**config.mk**
```make
export PLATFORM = sky130hd
export DESIGN_NAME = ets_sample_slots
export DESIGN_NICKNAME = d
export VERILOG_FILES = /design/src/include/ets_pkg.sv /design/src/hdl/ets_slot_store.sv /design/src/hdl/ets_sample_slots.sv
export SDC_FILE = /design/constraint.sdc
export NUM_CORES = 1
export LEC_CHECK = 0
export BUFFER_PORTS_ARGS = -buffer_cell sky130_fd_sc_hd__buf_2
export CAP_MARGIN = 40
export CORE_MARGIN = 8
export CORE_UTILIZATION = 45
export CTS_CLUSTER_DIAMETER = 40
export DETAILED_ROUTE_END_ITERATION = 8
export GPL_TIMING_DRIVEN = 0
export MAX_ROUTING_LAYER = met4
export PLACE_DENSITY = 0.66
export SYNTH_ARGS = -nofsm -noshare
export SYNTH_HDL_FRONTEND = slang
export SYNTH_HIERARCHICAL = 1
export SYNTH_SLANG_ARGS = --single-unit
```
**constraint.sdc**
```tcl
create_clock -name pclk -period 6.5 [get_ports pclk]
set_input_delay 0.65 -clock pclk [delete_from_list [all_inputs] [get_ports pclk]]
set_output_delay 0.65 -clock pclk [all_outputs]
set_load 0.05 [all_outputs]
```
**src/include/ets_pkg.sv**
```systemverilog
// Shared constants and types for the event timestamp sample slots
package ets_pkg;

  // Register byte offsets
  localparam logic [15:0] ETS_FIFTH_NANOS_OFF  = 16'h0584;
  localparam logic [15:0] ETS_FIFTH_SECS_OFF   = 16'h0588;
  localparam logic [15:0] ETS_FIFTH_PHASE_OFF  = 16'h058C;
  localparam logic [15:0] ETS_SIXTH_NANOS_OFF  = 16'h0590;
  localparam logic [15:0] ETS_SIXTH_SECS_OFF   = 16'h0594;
  localparam logic [15:0] ETS_SIXTH_PHASE_OFF  = 16'h0598;
  localparam logic [15:0] ETS_UNIT_SELECT_OFF  = 16'h05FC;

  // Field layout
  localparam int          ETS_NANOS_W          = 30;
  localparam int          ETS_POLARITY_BIT     = 30;
  localparam int          ETS_SLOT_W           = 3;
  localparam int          ETS_UNIT_SELECT_BIT  = 8;
  localparam int          ETS_UNITS            = 2;

  // Values after reset
  localparam logic [29:0] ETS_NANOS_RESET      = 30'h00000000;
  localparam logic [31:0] ETS_SECS_RESET       = 32'h00000000;
  localparam logic [2:0]  ETS_SLOT_RESET       = 3'h0;
  localparam logic        ETS_POLARITY_RESET   = 1'b0;
  localparam logic        ETS_UNIT_RESET       = 1'b0;
  localparam logic [31:0] ETS_PRDATA_RESET     = 32'h00000000;

  // Sub-period slot codes, one per 8 ns step in the 40 ns period
  localparam logic [2:0]  ETS_CODE_0NS         = 3'h0;
  localparam logic [2:0]  ETS_CODE_8NS         = 3'h1;
  localparam logic [2:0]  ETS_CODE_16NS        = 3'h2;
  localparam logic [2:0]  ETS_CODE_24NS        = 3'h3;
  localparam logic [2:0]  ETS_CODE_32NS        = 3'h4;
  localparam int          ETS_SLOT_STEP_NS     = 8;
  localparam int          ETS_SLOT_PERIOD_NS   = 40;
  localparam int          ETS_SLOTS            = ETS_SLOT_PERIOD_NS / ETS_SLOT_STEP_NS;

  typedef enum logic [2:0] {
    ETS_REG_NONE,
    ETS_REG_FIFTH_NANOS,
    ETS_REG_FIFTH_SECS,
    ETS_REG_FIFTH_PHASE,
    ETS_REG_SIXTH_NANOS,
    ETS_REG_SIXTH_SECS,
    ETS_REG_SIXTH_PHASE,
    ETS_REG_UNIT_SELECT
  } ets_reg_t;

endpackage

```
**src/hdl/ets_slot_store.sv**
```systemverilog
// Storage of one sample slot: banked time words, shared phase code
`timescale 1ns/10ps
module ets_slot_store
  import ets_pkg::*;
(
  input  wire logic                          pclk,
  input  wire logic                          presetn,
  input  wire logic                          wr_en,
  input  wire logic                          wr_unit,
  input  wire logic                          wr_polarity,
  input  wire logic [29:0]                   wr_nanos,
  input  wire logic [31:0]                   wr_secs,
  input  wire logic [2:0]                    wr_code,
  output logic      [ETS_UNITS-1:0]          polarity,
  output logic      [ETS_UNITS-1:0][29:0]    nanos,
  output logic      [ETS_UNITS-1:0][31:0]    secs,
  output logic      [2:0]                    code
);

  // Only the addressed bank moves on a capture
  always_ff @(posedge pclk or negedge presetn) begin
    if (!presetn) begin
      polarity <= {ETS_UNITS{ETS_POLARITY_RESET}};
      nanos    <= {ETS_UNITS{ETS_NANOS_RESET}};
      secs     <= {ETS_UNITS{ETS_SECS_RESET}};
    end else if (wr_en) begin
      polarity[wr_unit] <= wr_polarity;
      nanos[wr_unit]    <= wr_nanos;
      secs[wr_unit]     <= wr_secs;
    end
  end

  // Phase is not banked: last capture of this slot wins
  always_ff @(posedge pclk or negedge presetn) begin
    if (!presetn) begin
      code <= ETS_SLOT_RESET;
    end else if (wr_en) begin
      code <= wr_code;
    end
  end

endmodule

```
**src/hdl/ets_sample_slots.sv**
```systemverilog
// APB register front of the fifth and sixth event timestamp samples
`timescale 1ns/10ps
module ets_sample_slots
  import ets_pkg::*;
(
  input  wire logic        pclk,
  input  wire logic        presetn,
  input  wire logic        psel,
  input  wire logic        penable,
  input  wire logic        pwrite,
  input  wire logic [15:0] paddr,
  input  wire logic [31:0] pwdata,
  input  wire logic [3:0]  pstrb,
  output logic      [31:0] prdata,
  output logic             pready,
  output logic             pslverr,
  input  wire logic        fifth_capture_valid,
  input  wire logic        fifth_capture_unit,
  input  wire logic        fifth_capture_polarity,
  input  wire logic [29:0] fifth_capture_nanos,
  input  wire logic [31:0] fifth_capture_secs,
  input  wire logic [2:0]  fifth_capture_slot,
  input  wire logic        sixth_capture_valid,
  input  wire logic        sixth_capture_unit,
  input  wire logic        sixth_capture_polarity,
  input  wire logic [29:0] sixth_capture_nanos,
  input  wire logic [31:0] sixth_capture_secs,
  input  wire logic [2:0]  sixth_capture_slot,
  output logic             unit_select
);

  logic                       setup;
  logic                       access_wr;
  ets_reg_t                   setup_reg;
  logic [31:0]                next_prdata;
  logic [2:0]                 fifth_code_in;
  logic [2:0]                 sixth_code_in;
  logic [ETS_UNITS-1:0]       fifth_polarity;
  logic [ETS_UNITS-1:0][29:0] fifth_nanos;
  logic [ETS_UNITS-1:0][31:0] fifth_secs;
  logic [2:0]                 fifth_slot;
  logic [ETS_UNITS-1:0]       sixth_polarity;
  logic [ETS_UNITS-1:0][29:0] sixth_nanos;
  logic [ETS_UNITS-1:0][31:0] sixth_secs;
  logic [2:0]                 sixth_slot;

  // Slot index 0..4 to phase code; out-of-range saturates to the last slot
  function automatic logic [2:0] ets_slot_code(input logic [2:0] idx);
    logic [2:0] c;
    c = ETS_CODE_32NS;
    unique case (idx)
      3'h0:    c = ETS_CODE_0NS;
      3'h1:    c = ETS_CODE_8NS;
      3'h2:    c = ETS_CODE_16NS;
      3'h3:    c = ETS_CODE_24NS;
      default: c = ETS_CODE_32NS;
    endcase
    return c;
  endfunction

  function automatic ets_reg_t ets_decode(input logic [15:0] addr);
    ets_reg_t r;
    r = ETS_REG_NONE;
    unique case (addr)
      ETS_FIFTH_NANOS_OFF: r = ETS_REG_FIFTH_NANOS;
      ETS_FIFTH_SECS_OFF:  r = ETS_REG_FIFTH_SECS;
      ETS_FIFTH_PHASE_OFF: r = ETS_REG_FIFTH_PHASE;
      ETS_SIXTH_NANOS_OFF: r = ETS_REG_SIXTH_NANOS;
      ETS_SIXTH_SECS_OFF:  r = ETS_REG_SIXTH_SECS;
      ETS_SIXTH_PHASE_OFF: r = ETS_REG_SIXTH_PHASE;
      ETS_UNIT_SELECT_OFF: r = ETS_REG_UNIT_SELECT;
      default:             r = ETS_REG_NONE;
    endcase
    return r;
  endfunction

  assign fifth_code_in = ets_slot_code(fifth_capture_slot);
  assign sixth_code_in = ets_slot_code(sixth_capture_slot);

  ets_slot_store u_fifth (
    .pclk        (pclk),
    .presetn     (presetn),
    .wr_en       (fifth_capture_valid),
    .wr_unit     (fifth_capture_unit),
    .wr_polarity (fifth_capture_polarity),
    .wr_nanos    (fifth_capture_nanos),
    .wr_secs     (fifth_capture_secs),
    .wr_code     (fifth_code_in),
    .polarity    (fifth_polarity),
    .nanos       (fifth_nanos),
    .secs        (fifth_secs),
    .code        (fifth_slot)
  );

  ets_slot_store u_sixth (
    .pclk        (pclk),
    .presetn     (presetn),
    .wr_en       (sixth_capture_valid),
    .wr_unit     (sixth_capture_unit),
    .wr_polarity (sixth_capture_polarity),
    .wr_nanos    (sixth_capture_nanos),
    .wr_secs     (sixth_capture_secs),
    .wr_code     (sixth_code_in),
    .polarity    (sixth_polarity),
    .nanos       (sixth_nanos),
    .secs        (sixth_secs),
    .code        (sixth_slot)
  );

  // Zero wait states: data is latched in setup, so access can end at once
  assign pready    = 1'b1;
  assign setup     = psel && !penable;
  assign access_wr = psel && penable && pwrite;
  assign setup_reg = ets_decode(paddr);

  // Bank pointer; only byte lane 1 carries the select bit
  always_ff @(posedge pclk or negedge presetn) begin
    if (!presetn) begin
      unit_select <= ETS_UNIT_RESET;
    end else if (access_wr && ets_decode(paddr) == ETS_REG_UNIT_SELECT && pstrb[1]) begin
      unit_select <= pwdata[ETS_UNIT_SELECT_BIT];
    end
  end

  always_comb begin
    next_prdata = ETS_PRDATA_RESET;
    unique case (setup_reg)
      ETS_REG_FIFTH_NANOS: begin
        next_prdata[ETS_POLARITY_BIT]  = fifth_polarity[unit_select];
        next_prdata[ETS_NANOS_W-1:0]   = fifth_nanos[unit_select];
      end
      ETS_REG_FIFTH_SECS: begin
        next_prdata                    = fifth_secs[unit_select];
      end
      ETS_REG_FIFTH_PHASE: begin
        next_prdata[ETS_SLOT_W-1:0]    = fifth_slot;
      end
      ETS_REG_SIXTH_NANOS: begin
        next_prdata[ETS_POLARITY_BIT]  = sixth_polarity[unit_select];
        next_prdata[ETS_NANOS_W-1:0]   = sixth_nanos[unit_select];
      end
      ETS_REG_SIXTH_SECS: begin
        next_prdata                    = sixth_secs[unit_select];
      end
      ETS_REG_SIXTH_PHASE: begin
        next_prdata[ETS_SLOT_W-1:0]    = sixth_slot;
      end
      ETS_REG_UNIT_SELECT: begin
        next_prdata[ETS_UNIT_SELECT_BIT] = unit_select;
      end
      ETS_REG_NONE: begin
        next_prdata = ETS_PRDATA_RESET;
      end
    endcase
  end

  // Reserved bits stay at the zero default of next_prdata
  always_ff @(posedge pclk or negedge presetn) begin
    if (!presetn) begin
      prdata <= ETS_PRDATA_RESET;
    end else if (setup && !pwrite) begin
      prdata <= next_prdata;
    end
  end

  // Writes to sample registers are dropped silently, not flagged
  always_ff @(posedge pclk or negedge presetn) begin
    if (!presetn) begin
      pslverr <= 1'b0;
    end else if (setup) begin
      pslverr <= (setup_reg == ETS_REG_NONE);
    end
  end
endmodule

```
# Word-level counts from Yosys, hierarchy flattened
# Index checks and enable logic that the tools add are counted.
# W data, S select, Z words.
[classes] magnitude_cmp=5 n_eq_ne=20 muxes=38 reduce_logical=13
[op_table] operator="$mux W32" n=6
[op_table] operator="$mux W30" n=6
[op_table] operator="$bwmux W64" n=2
[op_table] operator="$bwmux W60" n=2
[op_table] operator="$eq A16 B11 Y1 const B" n=7
[op_table] operator="$pmux W22 S4" n=1
[op_table] operator="$demux W32 S1" n=2
[op_table] operator="$demux W30 S1" n=2
[op_table] operator="$pmux W3 S4" n=2
[op_table] operator="$pmux W3 S7" n=1
[op_table] operator="$pmux W5 S4" n=1
[op_table] operator="$eq A3 B2 Y1 const B" n=6
[op_table] operator="$pmux W3 S6" n=1
[op_table] operator="$eq A3 B3 Y1 const B" n=4
[op_table] operator="$eq A3 B1 Y1 const B" n=3
[op_table] operator="$logic_not A3 Y1" n=3
[op_table] operator="$logic_and A1 B1 Y1" n=8
[op_table] operator="$lt A1 B2 Y1 const B" n=3
[op_table] operator="$mux W1" n=6
[op_table] operator="$pmux W1 S5" n=1
[op_table] operator="$bwmux W2" n=2
[op_table] operator="$demux W1 S1" n=2
[op_table] operator="$ge A1 B1 Y1 const B" n=2
[op_table] operator="$logic_not A1 Y1" n=2
[op_table] operator="$pmux W1 S2" n=1
[word_totals] reg_bits=292 in_bits=193 out_inout_bits=35 elab_cells=91

# Logic depth before layout (Yosys ltp)
# Gate-level depths: netlist of the first run.
[depth] ltp_word=5 mapped_depth=8 depth_no_buf=5

# Modules after synthesis
# Netlist of the first run, hierarchy kept.
[by_module_without_submodules] module="ets_slot_store" n_inst=2 cells_per_inst=273 area_each_um2=4921.0 seq_area_each_um2=3228.1
[by_module_without_submodules] module="ets_sample_slots" n_inst=1 cells_per_inst=355 area_each_um2=3642.2 seq_area_each_um2=850.8

# Worst setup path after synthesis of the first run
# OpenSTA, ideal clock, no wires.
[synth_timing] kind="input to register" start="input paddr[1]" end="register prdata[10]" setup_ps=68 arrival_ps=2687 required_time_ps=6432 path_slack_ps=3746 path_stages=8 n_path_buf=3 path_cell_list="or4b_1 -> buf_2 -> or3_4 -> or4_4 -> buf_6 -> nand4_4 -> buf_6 -> o221a_1"
[synth_via] elab_chain_len=4 elab_cells_between_ends=13 classes_between="11 x eq/ne; 2 x mux"
[synth_rtl] item="start, declared" line="ets_sample_slots.sv:11" source="input wire logic [15:0] paddr,"
[synth_rtl] item="$eq A16 B11 Y1" line="ets_sample_slots.sv:64" source="unique case (addr)"
[synth_rtl] item="$pmux W3 S7 (*)" line="ets_sample_slots.sv:64"
[synth_rtl] item="$eq A3 B3 Y1 (tied with other cells)" line="ets_sample_slots.sv:127" source="unique case (setup_reg)"
[synth_rtl] item="$pmux W22 S4 (*)" line="ets_sample_slots.sv:127"
[synth_rtl] item="end signal, assigned" line="ets_sample_slots.sv:162" source="prdata <= next_prdata;"
[synth_rtl] item="end, declared" line="ets_sample_slots.sv:14" source="output logic [31:0] prdata,"
# Mark *: on every way between the ends. The rest lies on a longest branch, timed or not.
# A chain may end at the register's enable or synchronous reset.

# Worst setup path after layout of the first run
[layout_timing] start="register unit_select" end="register prdata[8]"
[layout_via] elab_chain_len=3 elab_cells_between_ends=9 classes_between="9 x mux"
[layout_rtl] item="start, declared" line="ets_sample_slots.sv:29" source="output logic unit_select"
[layout_rtl] item="start signal, assigned" line="ets_sample_slots.sv:121" source="unit_select <= pwdata[ETS_UNIT_SELECT_BIT];"
[layout_rtl] item="$mux W32 (not written as such) (tied with other cells) (2 in a row)" line="ets_sample_slots.sv:143" source="next_prdata = sixth_secs[unit_select];"
[layout_rtl] item="$pmux W1 S5 (*)" line="ets_sample_slots.sv:127"
# Mark *: on every way between the ends. The rest lies on a longest branch, timed or not. The select of a mux whose other input is x is not followed.

==> reports/summary.log, run 1 <==
qor: detailed_routing.ant_nets 0
qor: placement.gp_congestion 0.789
qor: synth.proportion_of_synthesized_chip_area_in_sequential_cells 54.2%
qor: cts.tritoncts yes
qor: synth.synth_warnings 6
qor: sta.timing.final.crit_share 45.1%
qor: setup_path.setup.worst_path.start_class register
qor: cts.clock_pin_slew_on_the_worst_setup_and_hold_paths 0.05 ns
qor: layout.filler_cell_count 2457
qor: setup_path.critical_path_arrival 3.34 ns
qor: synth.syn-mean-instance-area 15.0 µm²
qor: sta.max_slew.worst_pin.slew 0.849 ns
qor: run.cap_violations 0
qor: synth.post-synth-top-count-cell sky130_fd_sc_hd__dfrtp_1
qor: sta.clock_skew 0.0115 ns
qor: cts.hold_buffers 0
qor: global_routing.grt_pass1_wl 53.9 mm
qor: synth.yosys.area.top_type sky130_fd_sc_hd__dfrtp_1
qor: setup_path.worst_setup_path_end_kind register
qor: status.status finished, final reports clean
qor: synth.syn-cell-area 13500 µm²
qor: global_routing.antenna_violations_before_repair 2
qor: sta.timing.final.setup_violations 0
qor: sta.fin_crit 2.93 ns
qor: detailed_routing.avgRoutedWirePerCell 21.9 µm
qor: power_and_ir_drop.total_leakage_power 7.61 nW
qor: floorplanning.fp.dieH 189 µm
qor: synth.syn-num-nets 1094
qor: cts.cts-root-buf sky130_fd_sc_hd__clkbuf_16
qor: detailed_routing.viasPerCell 5.34
qor: cts.cts_inserted_buffers 44
qor: detailed_routing.drt_drc_violations_left 0
qor: synth.synth_cell_type_count 51
qor: sta.timing.final.max_slew_violations 0
qor: synth.synth_enable_flop_cells 0
qor: global_routing.first_global_vias 9289
qor: sta.setup_ws 3.57 ns
qor: layout.final_layout_size_suffix_gt1_share 50.0%
qor: sta.maxClockFrequency 341 MHz
qor: synth.biggest_area_contributors_in_the_synthesized_netlist sky130_fd_sc_hd__dfrtp_1 54%, sky130_fd_sc_hd__mux2_2 20%, sky130_fd_sc_hd__mux4_2 5.2%
qor: sta.grt_setup_unrepaired false
qor: sta.slew-limit-headroom 43.4%
qor: global_routing.grt_usage 19.8%
qor: floorplanning.initial_core_util 45.6%
qor: sta.hold_violations 0
qor: layout.finalNetCount 1332
qor: layout.multi_input_comb_area 5430 µm²
qor: synth.synth_top_cell_area_share 54.2%
qor: cts.post_cts.resized_instances 0
qor: layout.seqCellArea 7310 µm²
qor: cts.cts_buffer_depth 3
qor: floorplanning.core.rowCount 63
qor: synth.register_bit_total_from_synthesis 292
qor: sta.hold-worst-slack 0.0546 ns
qor: floorplanning.die-area 35800 µm²
qor: cts.worst_skew_late_latency 0.53 ns
qor: detailed_routing.final_routed_wirelength 34.3 mm
qor: power_and_ir_drop.power-per-cell-area 326 nW/µm²
qor: global_routing.overflow 0
qor: layout.utilization 56.0%
qor: cts.cts_sinks 292
qor: synth.postSynth.topFlopCell sky130_fd_sc_hd__dfrtp_1
qor: placement.detailedPlacementHpwl 25.4 mm
qor: detailed_routing.detailedRoute.firstPassIterationCount 4
qor: setup_path.worstSetupPathType register to register
qor: floorplanning.floorplan_die_width 189 µm
qor: detailed_routing.total_via_count_after_detailed_routing 8364
qor: global_routing.pin_count_of_the_biggest_net_entering_global_routing 120
qor: placement.dp_slack 3.11 ns
qor: synth.synth_commonest_cells 292 x sky130_fd_sc_hd__dfrtp_1, 240 x sky130_fd_sc_hd__mux2_2, 63 x sky130_fd_sc_hd__mux2i_1
qor: detailed_routing.drtIter0Drc 453
qor: cts.post_cts_setup_driven_buffer_insertion_count 0
qor: sta.final_total_negative_setup_slack 0 ns
qor: floorplanning.ios 228
qor: synth.proportion_of_synthesized_flip_flops_having_asynchronous_set_or_reset 100%
qor: synth.synthCells 901
qor: power_and_ir_drop.power.ir.vdd_worst 0.000216 V
qor: min_path.min_path_type input port to async pin
qor: cts.cts-htree-levels 2
qor: layout.area_growth 22.8%
qor: placement.port_buffers 188
qor: floorplanning.core_area 29600 µm²
qor: setup_path.worst-path-max-fanout 10
qor: setup_path.cp.required 6.91 ns
final timing paths:
path / slack, ns / startpoint / endpoint / cells after the start
setup / recovery: 3.57 / unit_select / prdata[8] / 7
hold / removal: 0.05 / presetn / u_sixth/secs[12] / 1
setup reg to reg: 3.57 / unit_select / prdata[8] / 7
hold reg to reg: 0.48 / u_sixth/secs[17] / u_sixth/secs[17] / 1
max in group asynchronous: 5.47 / presetn / u_sixth/secs[59] / 2
min in group pclk: 0.36 / fifth_capture_nanos[2] / u_fifth/nanos[2] / 2
power breakdown:
part	switching [mW]	internal (mW)
sequential	0.133	2.08
clock	0.876	1.56
combinational	0.371	0.382
total	1.38	4.02
metrics by stage:
stage / instances / area [µm²] / power [mW]
after floorplan: 901 / 13500 / 2.73
after global placement: 1479 / 14900 / 2.97
after detailed placement: 1483 / 15000 / 3.01
after CTS: 1564 / 16600 / 5.46
after global routing: 1566 / 16600 / 5.62
final: 1566 / 16600 / 5.41
worst max-delay path, cell delays in order, from the launching register on:
cell and delay, ns:
sky130_fd_sc_hd__dfrtp_1 0.37, sky130_fd_sc_hd__buf_2 0.24, sky130_fd_sc_hd__buf_2 0.38, sky130_fd_sc_hd__buf_2 0.37
sky130_fd_sc_hd__clkbuf_1 0.68, sky130_fd_sc_hd__mux2i_1 0.36, sky130_fd_sc_hd__o22ai_1 0.15, sky130_fd_sc_hd__o221a_2 0.26
registers in the layout (all words and copies together), names as in the netlist:
signal	cells
u_fifth/nanos	60
unit_select	1
u_sixth/secs	64
prdata	32
u_fifth/polarity	2
u_sixth/nanos	60
pslverr	1
u_sixth/code	3
u_sixth/polarity	2
u_fifth/secs	64
u_fifth/code	3
routing by layer:
layer	routed length, µm	share of wire, %	vias up	global-route usage, %
met5	0	0	-	-
met4	779	2.3	0	5.65
met3	1450	4.2	64	3.40
met2	16200	47	175	30.3
met1	15900	46	4283	27.0
li1	-	-	3842	-
final cells by class:
type	count	area share, %
timing repair buffer	192	6.23
antenna	2	0.0302
buffer	68	3.82
clock inverter	31	2.27
clock buffer	50	7.10
tap	390	2.95
inverter	31	0.703
multi-input combinational	510	32.8
sequential	292	44.1
kinds of logic (layout without fill, tap and decap cells):
| family | count (synthesis) | in the layout | share of synthesized area, % |
|---|---|---|---|
| AND/OR/NAND/NOR | 78 | 78 | 3.41 |
| other | 1 | 3 | 0.0278 |
| AO/OA/AOI/OAI | 76 | 76 | 5.19 |
| multiplexers | 354 | 354 | 31.6 |
| buffers and inverters | 99 | 372 | 5.56 |
| flip-flops | 292 | 292 | 54.2 |
| XOR/XNOR | 1 | 1 | 0.0650 |
placed cells by master (no fill, tap or decap), types with 3 or more instances in the layout:
master / count
sky130_fd_sc_hd__o22ai_1: 3
sky130_fd_sc_hd__buf_2: 194
sky130_fd_sc_hd__nor2b_1: 6
sky130_fd_sc_hd__mux2i_1: 63
sky130_fd_sc_hd__a211oi_1: 3
sky130_fd_sc_hd__clkinvlp_4: 5
sky130_fd_sc_hd__nand2_1: 8
sky130_fd_sc_hd__o221ai_1: 27
sky130_fd_sc_hd__inv_1: 31
sky130_fd_sc_hd__buf_1: 6
sky130_fd_sc_hd__o21ai_0: 3
sky130_fd_sc_hd__bufinv_16: 6
sky130_fd_sc_hd__o221a_1: 27
sky130_fd_sc_hd__nor4_1: 6
sky130_fd_sc_hd__clkinv_4: 6
sky130_fd_sc_hd__mux4_2: 31
sky130_fd_sc_hd__nor3_1: 3
sky130_fd_sc_hd__clkbuf_1: 28
sky130_fd_sc_hd__clkbuf_16: 46
sky130_fd_sc_hd__mux2_2: 240
sky130_fd_sc_hd__inv_6: 3
sky130_fd_sc_hd__nand4_1: 4
sky130_fd_sc_hd__buf_12: 14
sky130_fd_sc_hd__clkbuf_8: 11
sky130_fd_sc_hd__mux2_1: 20
sky130_fd_sc_hd__dfrtp_1: 292
sky130_fd_sc_hd__buf_6: 6
sky130_fd_sc_hd__nand3_1: 3
sky130_fd_sc_hd__nor2_1: 29
sky130_fd_sc_hd__clkinv_2: 8
(Power assumes the default switching activity.)
==> run 2, diff against run 1 <==
--- a/config.mk
+++ b/config.mk
@@ -13,7 +13,7 @@
 export DETAILED_ROUTE_END_ITERATION = 8
 export GPL_TIMING_DRIVEN = 0
 export MAX_ROUTING_LAYER = met4
-export PLACE_DENSITY = 0.66
+export PLACE_DENSITY = 0.69
 export SYNTH_ARGS = -nofsm -noshare
 export SYNTH_HDL_FRONTEND = slang
 export SYNTH_HIERARCHICAL = 1
==> constraint.sdc (replaced) <==
create_clock -name pclk -period 2.6 [get_ports pclk]
set_input_delay 0.26 -clock pclk [delete_from_list [all_inputs] [get_ports pclk]]
set_output_delay 0.26 -clock pclk [all_outputs]
set_load 0.05 [all_outputs]
==> run 2 against run 1 <==
Critical path depth did not move. Setup slack got worse by 3.5 ns. Sequential power rose by 150%. Global-route usage rose by 0.76 points. Die area did not move. Design area rose by 7.0%. Via count rose by 6.3%. Hold slack got worse by 0.042 ns. Sequential share of layout area fell by 2.9 points. Critical path type unchanged. Critical endpoint unchanged. Highest routed layer unchanged.
==> reports/summary.log, run 2 (synthesis gave the netlist of run 1 again) <==
qor: status.status finished, final reports clean
qor: floorplanning.core.rowCount 63 [unchanged]
qor: sta.slew-limit-headroom 44.9% [+1.6 points]
qor: setup_path.cp_slowest_stage_delay 0.37 ns [-0.31 ns]
qor: cts.clock_pin_slew_on_the_worst_setup_and_hold_paths 0.05 ns [about the same]
qor: setup_path.worst-path-max-fanout 10 [unchanged]
qor: floorplanning.die-area 35800 µm² [unchanged]
qor: detailed_routing.viasPerCell 5.27 [-1.3%]
qor: detailed_routing.ant_nets 0 [unchanged]
qor: setup_path.cp_common_cell sky130_fd_sc_hd__buf_2
qor: global_routing.overflow 0 [unchanged]
qor: floorplanning.ios 228 [unchanged]
qor: setup_path.worst_setup_path_end_kind register
qor: setup_path.critical_path_arrival 2.91 ns [-0.43 ns]
qor: sta.fin_crit 2.49 ns [-0.445 ns]
qor: layout.layout.cells.most_common sky130_fd_sc_hd__dfrtp_1
qor: detailed_routing.drt_drc_violations_left 0 [unchanged]
qor: run.cap_violations 0 [unchanged]
qor: setup_path.critical-path-slowest-cell sky130_fd_sc_hd__dfrtp_1
qor: sta.maxClockFrequency 402 MHz [+18%]
qor: detailed_routing.avgRoutedWirePerCell 21.2 µm [-3.4%]
qor: cts.cts-htree-levels 2 [unchanged]
qor: setup_path.critical_path.reg2reg.startpoint unit_select
qor: sta.clock_skew 0.0158 ns [+0.00430 ns]
qor: floorplanning.core_area 29600 µm² [unchanged]
qor: floorplanning.fp.dieH 189 µm [unchanged]
qor: min_path.hold_path.startpoint sixth_capture_nanos[20]
qor: global_routing.antenna_violations_before_repair 3 [+1]
qor: min_path.min_path_type input port to register
qor: detailed_routing.total_via_count_after_detailed_routing 8890 [+6.3%]
qor: global_routing.first_global_vias 9832 [+5.8%]
qor: setup_path.setup.worst_path.start_class register
qor: sta.timing.final.max_slew_violations 0 [unchanged]
qor: cts.post_cts_setup_driven_buffer_insertion_count 0 [unchanged]
qor: setup_path.crit_path_start unit_select
qor: setup_path.worstSetupPathType register to register
qor: detailed_routing.final_routed_wirelength 35.7 mm [+4.1%]
qor: sta.timing.final.crit_share 95.6% [+51 points]
qor: power_and_ir_drop.total_leakage_power 8.10 nW [+6.4%]
qor: cts.tritoncts yes
qor: floorplanning.floorplan_die_width 189 µm [unchanged]
qor: setup_path.crit_chain buf_2 > buf_4 > buf_2 > clkbuf_4 > mux2i_1 > o22ai_1 > o221a_2
qor: global_routing.grt_pass1_wl 56.2 mm [+4.3%]
qor: cts.cts-root-buf sky130_fd_sc_hd__clkbuf_16
qor: layout.area_growth 31.4%
qor: placement.port_buffers 188 [unchanged]
qor: layout.biggestRegsByFlops u_fifth/secs x64, u_sixth/secs x64
qor: global_routing.grt_usage 20.6% [+0.76 points]
qor: sta.setup_ws 0.115 ns [-3.45 ns]
qor: layout.filler_cell_count 2298 [-6.5%]
qor: layout.utilization 60.0% [+3.9 points]
qor: power_and_ir_drop.power-per-cell-area 758 nW/µm² [+130%]
qor: layout.finalNetCount 1453 [+9.1%]
qor: setup_path.cp.required 3.02 ns [-3.89 ns]
qor: sta.max_slew.worst_pin.slew 0.826 ns [-0.0233 ns]
qor: layout.final_layout_size_suffix_gt1_share 45.5% [-4.5 points]
qor: detailed_routing.detailedRoute.firstPassIterationCount 4 [unchanged]
qor: sta.grt_setup_unrepaired false
qor: power_and_ir_drop.power.ir.vdd_worst 0.000464 V [+120%]
qor: detailed_routing.drtIter0Drc 510 [+13%]
qor: placement.detailedPlacementHpwl 25.4 mm [+0.33%]
qor: layout.layout_common_cells 292 x sky130_fd_sc_hd__dfrtp_1, 240 x sky130_fd_sc_hd__mux2_2, 193 x sky130_fd_sc_hd__buf_2
qor: placement.post-place-cells 1483 [unchanged]
qor: placement.gp_congestion 0.795 [+0.80%]
qor: cts.worst_skew_late_latency 0.53 ns [about the same]
qor: cts.cts_inserted_buffers 43 [-2.3%]
qor: layout.final_cell_count_no_fill 1686 [+7.7%]
qor: placement.dp_slack -0.430 ns [-3.54 ns]
qor: cts.cts_sinks 292 [unchanged]
qor: global_routing.pin_count_of_the_biggest_net_entering_global_routing 123 [+2.5%]
qor: cts.cts_buffer_depth 3 [unchanged]
qor: sta.timing.final.setup_violations 0 [unchanged]
qor: sta.hold_violations 0 [unchanged]
qor: floorplanning.initial_core_util 45.6% [unchanged]
## run 2: cell types whose count changed in the layout (fill, tap and decap cells not counted), moves of 2 or more
| cell | before | now |
|---|---|---|
| sky130_fd_sc_hd__inv_6 | 3 | 6 |
| sky130_fd_sc_hd__clkinv_2 | 8 | 5 |
| sky130_fd_sc_hd__clkbuf_16 | 46 | 43 |
| sky130_fd_sc_hd__dlygate4sd3_1 | 0 | 122 |
| sky130_fd_sc_hd__clkbuf_8 | 11 | 14 |
| sky130_fd_sc_hd__clkbuf_4 | 0 | 3 |
| sky130_fd_sc_hd__buf_1 | 6 | 4 |
## run 2: power breakdown
part	leakage [nW]	switching [mW]	internal, mW
Combinational	3.93	0.969	1.08
Clock	0.714	2.16	3.69
Sequential	3.46	0.338	5.21
## run 2: routing by layer
layer	global-route usage [%]	vias to the layer above	share of wire [%]
met4	5.68	0	2.4
li1	-	4096	-
met3	3.40	52	4.2
met5	-	-	0
met2	32.6	199	48
met1	27.2	4543	45
## run 2: repair_timing
item | CTS | global route
hold buffers | 120 | 2
setup endpoints to repair | 30 | 4
gates resized for setup | 6 | 3
endpoints found under the hold margin | 282 | 3
## run 2: critical path, delay by kind of cell, from the launching register on
family,cells,cell delay [ns]
muxes,1,0.35
DFF,1,0.37
buffers and inverters,4,1.20
AOI/OAI and AO/OA,2,0.44
## run 2: final timing paths
kind / endpoint / cells past startpoint / slack, ns
setup / recovery: prdata[8] / 7 / 0.11
hold / removal: u_sixth/nanos[50] / 2 / 0.01
hold reg to reg: u_sixth/nanos[24] / 1 / 0.48
min in group asynchronous: u_sixth/nanos[42] / 2 / 0.24
setup reg to reg: prdata[8] / 7 / 0.11
max in group asynchronous: u_fifth/secs[26] / 3 / 1.39
## run 2: area by class of cell
cell class	instances	area (µm²)	share of cell area (%)
Clock inverter	27	324	1.83
Inverter	31	116	0.657
Timing Repair Buffer	314	2250	12.7
Tap cell	390	488	2.75
Antenna cell	3	7.51	0.0424
Sequential cell	292	7310	41.2
Buffer	68	648	3.66
Clock buffer	51	1150	6.47
Multi-Input combinational cell	510	5430	30.7
## run 2: through the flow
step | area (µm²) | total power, mW | hold WS (ns) | setup TNS, ns
final | 17700 | 13.4 | 0.0130 | 0
after global routing | 17700 | 14.0 | 0.00611 | 0
after CTS | 17700 | 13.6 | 0.00605 | 0
after detailed placement | 15000 | 7.51 | 0.204 | -8.31
after global placement | 14900 | 7.42 | 0.464 | -1217.84
after floorplan | 13500 | 6.82 | -0.0356 | 0
==> run 3, diff against run 2 <==
--- a/config.mk
+++ b/config.mk
@@ -5,15 +5,14 @@
 export SDC_FILE = /design/constraint.sdc
 export NUM_CORES = 1
 export LEC_CHECK = 0
-export BUFFER_PORTS_ARGS = -buffer_cell sky130_fd_sc_hd__buf_2
 export CAP_MARGIN = 40
-export CORE_MARGIN = 8
+export CORE_MARGIN = 2
 export CORE_UTILIZATION = 45
 export CTS_CLUSTER_DIAMETER = 40
 export DETAILED_ROUTE_END_ITERATION = 8
+export DONT_BUFFER_PORTS = 1
 export GPL_TIMING_DRIVEN = 0
 export MAX_ROUTING_LAYER = met4
-export PLACE_DENSITY = 0.69
 export SYNTH_ARGS = -nofsm -noshare
 export SYNTH_HDL_FRONTEND = slang
 export SYNTH_HIERARCHICAL = 1
==> run 3 against run 2 <==
The run now ends with hold timing left. Final cell count shrank 10%. Clock skew shrank 0.0034 ns. Hold slack lost 0.57 ns. Sequential share of layout area grew 1.7 points. Critical endpoint is now prdata[25].
==> reports/summary.log, run 3 (synthesis gave the netlist of run 1 again) <==
qor: status.status finished with violations
qor: status.failed_checks hold timing
qor: cts.post_cts_setup_driven_buffer_insertion_count 0 [unchanged]
qor: detailed_routing.ant_nets 0 [unchanged]
qor: global_routing.grt_usage 22.9% [+2.4 points]
qor: global_routing.grt_pass1_wl 53.4 mm [-4.9%]
qor: detailed_routing.drt_drc_violations_left 0 [unchanged]
qor: cts.cts-root-buf sky130_fd_sc_hd__clkbuf_16
qor: placement.dp_slack -0.818 ns [-0.388 ns]
qor: global_routing.antenna_violations_before_repair 2 [-1]
qor: placement.port_buffers 0 [-100%]
qor: setup_path.cp_slowest_stage_delay 0.55 ns [+0.18 ns]
qor: run.cap_violations 0 [unchanged]
qor: layout.post-route-cell-area 17000 µm² [-3.9%]
qor: power_and_ir_drop.power_frac_seq 41.9% [+0.7 points]
qor: power_and_ir_drop.total_switching_power 3.44 mW [-0.68%]
qor: cts.worst_skew_late_latency 0.53 ns [about the same]
qor: floorplanning.core_area 29600 µm² [unchanged]
qor: placement.gp_congestion 0.782 [-1.6%]
qor: floorplanning.die-area 31400 µm² [-12%]
qor: sta.hold_violations 292 [+292]
qor: power_and_ir_drop.cell_internal_pwr 10.4 mW [+4.1%]
qor: sta.fin_crit 2.49 ns [+0.00330 ns]
qor: sta.maxClockFrequency 402 MHz [-0.13%]
qor: setup_path.critical-path-slowest-cell sky130_fd_sc_hd__dfrtp_2
qor: layout.final_layout_size_suffix_gt1_share 36.8% [-8.7 points]
qor: layout.finalNetCount 1275 [-12%]
qor: power_and_ir_drop.total_leakage_power 7.46 nW [-7.9%]
qor: floorplanning.floorplan_die_width 177 µm [-6.3%]
qor: global_routing.first_global_vias 8974 [-8.7%]
qor: sta.clock_skew 0.0124 ns [-0.00339 ns]
qor: sta.grt_setup_unrepaired false
qor: sta.slew-limit-headroom 24.7% [-20 points]
qor: placement.post-place-cells 1293 [-13%]
qor: sta.final_total_negative_setup_slack 0 ns [unchanged]
qor: min_path.min_path_type input port to async pin
qor: cts.cts-htree-levels 2 [unchanged]
qor: power_and_ir_drop.power.ir.vdd_worst 0.000565 V [+22%]
qor: floorplanning.fp.dieH 177 µm [-6.3%]
qor: global_routing.pin_count_of_the_biggest_net_entering_global_routing 293 [+140%]
qor: power_and_ir_drop.switching_share 24.9% [-0.88 points]
qor: cts.hold_buffers 131 [+9.2%]
qor: sta.max_slew.worst_pin.slew 1.13 ns [+0.303 ns]
qor: sta.timing.final.crit_share 95.7% [+0.13 points]
qor: floorplanning.initial_core_util 45.6% [unchanged]
qor: setup_path.cp.required 3.01 ns [about the same]
qor: sta.hold-worst-slack -0.560 ns [-0.573 ns]
qor: sta.timing.final.setup_violations 0 [unchanged]
qor: cts.cts_buffer_depth 3 [unchanged]
qor: detailed_routing.viasPerCell 5.39 [+2.2%]
qor: setup_path.worst-path-max-fanout 8 [-2]
qor: power_and_ir_drop.share_clk_of_total_power 47.3% [+3.8 points]
qor: cts.tritoncts yes
qor: detailed_routing.detailedRoute.firstPassIterationCount 4 [unchanged]
qor: detailed_routing.drtIter0Drc 401 [-21%]
qor: placement.placed_area 14000 µm² [-6.7%]
qor: layout.area_growth 26.3%
qor: layout.filler_cell_count 2440 [+6.2%]
qor: setup_path.worstSetupPathType register to register
qor: power_and_ir_drop.power.share.combinational 10.8% [-4.4 points]
qor: setup_path.setup.worst_path.start_class register
qor: layout.layout_common_cells 291 x sky130_fd_sc_hd__dfrtp_1, 240 x sky130_fd_sc_hd__mux2_2, 131 x sky130_fd_sc_hd__dlygate4sd3_1
qor: layout.layout.cells.most_common sky130_fd_sc_hd__dfrtp_1
qor: power_and_ir_drop.totalPowerFinal 13.8 mW [+2.8%]
qor: power_and_ir_drop.power-per-cell-area 812 nW/µm² [+7.0%]
qor: sta.timing.final.max_slew_violations 0 [unchanged]
qor: cts.clock_pin_slew_on_the_worst_setup_and_hold_paths 0.05 ns [about the same]
qor: cts.cts_inserted_buffers 46 [+7.0%]
qor: floorplanning.core.rowCount 63 [unchanged]
qor: placement.detailedPlacementHpwl 23.5 mm [-7.7%]
qor: detailed_routing.avgRoutedWirePerCell 22.4 µm [+5.6%]
qor: cts.cts_sinks 292 [unchanged]
qor: setup_path.worst_setup_path_end_kind register
qor: sta.setup_ws 0.111 ns [-0.00330 ns]
qor: setup_path.crit_chain buf_4 > buf_1 > buf_8 > mux4_2 > inv_1 > o221ai_1 > o221a_1
qor: global_routing.overflow 0 [unchanged]
qor: layout.final_cell_count_no_fill 1514 [-10%]
qor: detailed_routing.final_routed_wirelength 33.9 mm [-5.2%]
qor: layout.biggestRegsByFlops u_fifth/secs x64, u_sixth/secs x64
qor: setup_path.critical_path_arrival 2.90 ns [about the same]
qor: floorplanning.ios 228 [unchanged]
qor: detailed_routing.total_via_count_after_detailed_routing 8156 [-8.3%]
[run 3: cell count changes in the layout (fill, tap and decap cells not counted), moves of 2 or more]
cell                            delta
sky130_fd_sc_hd__bufinv_16         +2
sky130_fd_sc_hd__clkinv_4          +2
sky130_fd_sc_hd__dlygate4sd3_1     +9
sky130_fd_sc_hd__clkbuf_8          -2
sky130_fd_sc_hd__clkbuf_1          -3
sky130_fd_sc_hd__buf_1             -2
sky130_fd_sc_hd__clkbuf_16         +6
sky130_fd_sc_hd__buf_16            -2
sky130_fd_sc_hd__clkinv_2          +3
sky130_fd_sc_hd__buf_2           -187
sky130_fd_sc_hd__buf_4             +2
[run 3: layer usage]
metal / up-vias / track usage (%) / part of all wire (%)
met2: 185 / 34.8 / 46
met3: 44 / 5.58 / 6.7
met5: - / - / 0
li1: 3762 / - / -
met1: 4165 / 31.4 / 46
met4: 0 / 4.89 / 1.6
[run 3: power groups by stage]
stage | logic (mW) | clock network [mW] | registers [mW]
global route | 1.63 | 6.88 | 5.87
global placement | 1.28 | 0 | 5.85
CTS | 1.51 | 6.66 | 5.79
finish | 1.50 | 6.53 | 5.79
detailed placement | 1.31 | 0 | 5.87
floorplan | 1.08 | 0 | 5.74
[run 3: through the flow]
stage,util [%],hold slack (ns)
global route,57.6,-0.585
detailed placement,47.4,-0.0220
finish,57.6,-0.560
global placement,47.3,-0.0227
CTS,57.5,-0.581
floorplan,-,-0.0356
[run 3: path summary, 6_finish.rpt]
kind / startpoint / end / slack, ns / depth (start not counted)
worst max-delay path: unit_select / prdata[25] / 0.11 / 7
worst min-delay path: presetn / u_sixth/secs[44] / -0.56 / 0
worst max register to register: unit_select / prdata[25] / 0.11 / 7
worst min register to register: u_fifth/nanos[22] / u_fifth/nanos[22] / 0.49 / 1
max in group asynchronous: presetn / prdata[1] / 2.24 / 0
min in group pclk: penable / pslverr / 0.02 / 3
[run 3: timing repair]
action,CTS,global route
gates resized for setup,12,5
setup endpoints to repair,32,18
hold endpoints to repair,551,292
[run 3: layout make-up]
| class | count | area (µm²) | area share (%) |
|---|---|---|---|
| clock inverter | 34 | 415 | 2.44 |
| clock buffer | 52 | 1260 | 7.38 |
| inverter | 31 | 116 | 0.683 |
| antenna | 4 | 10.0 | 0.0588 |
| tap | 390 | 488 | 2.87 |
| buffer | 68 | 662 | 3.89 |
| multi-input combinational | 510 | 5430 | 31.9 |
| timing repair buffer | 133 | 1340 | 7.86 |
| sequential | 292 | 7310 | 42.9 |
[run 3: worst max-delay path, delay by kind of cell, from the launching register on]
kind	cells	cell delay (ns)
buf+inv	4	0.82
flops	1	0.55
mux	1	0.54
compound gates	2	0.44
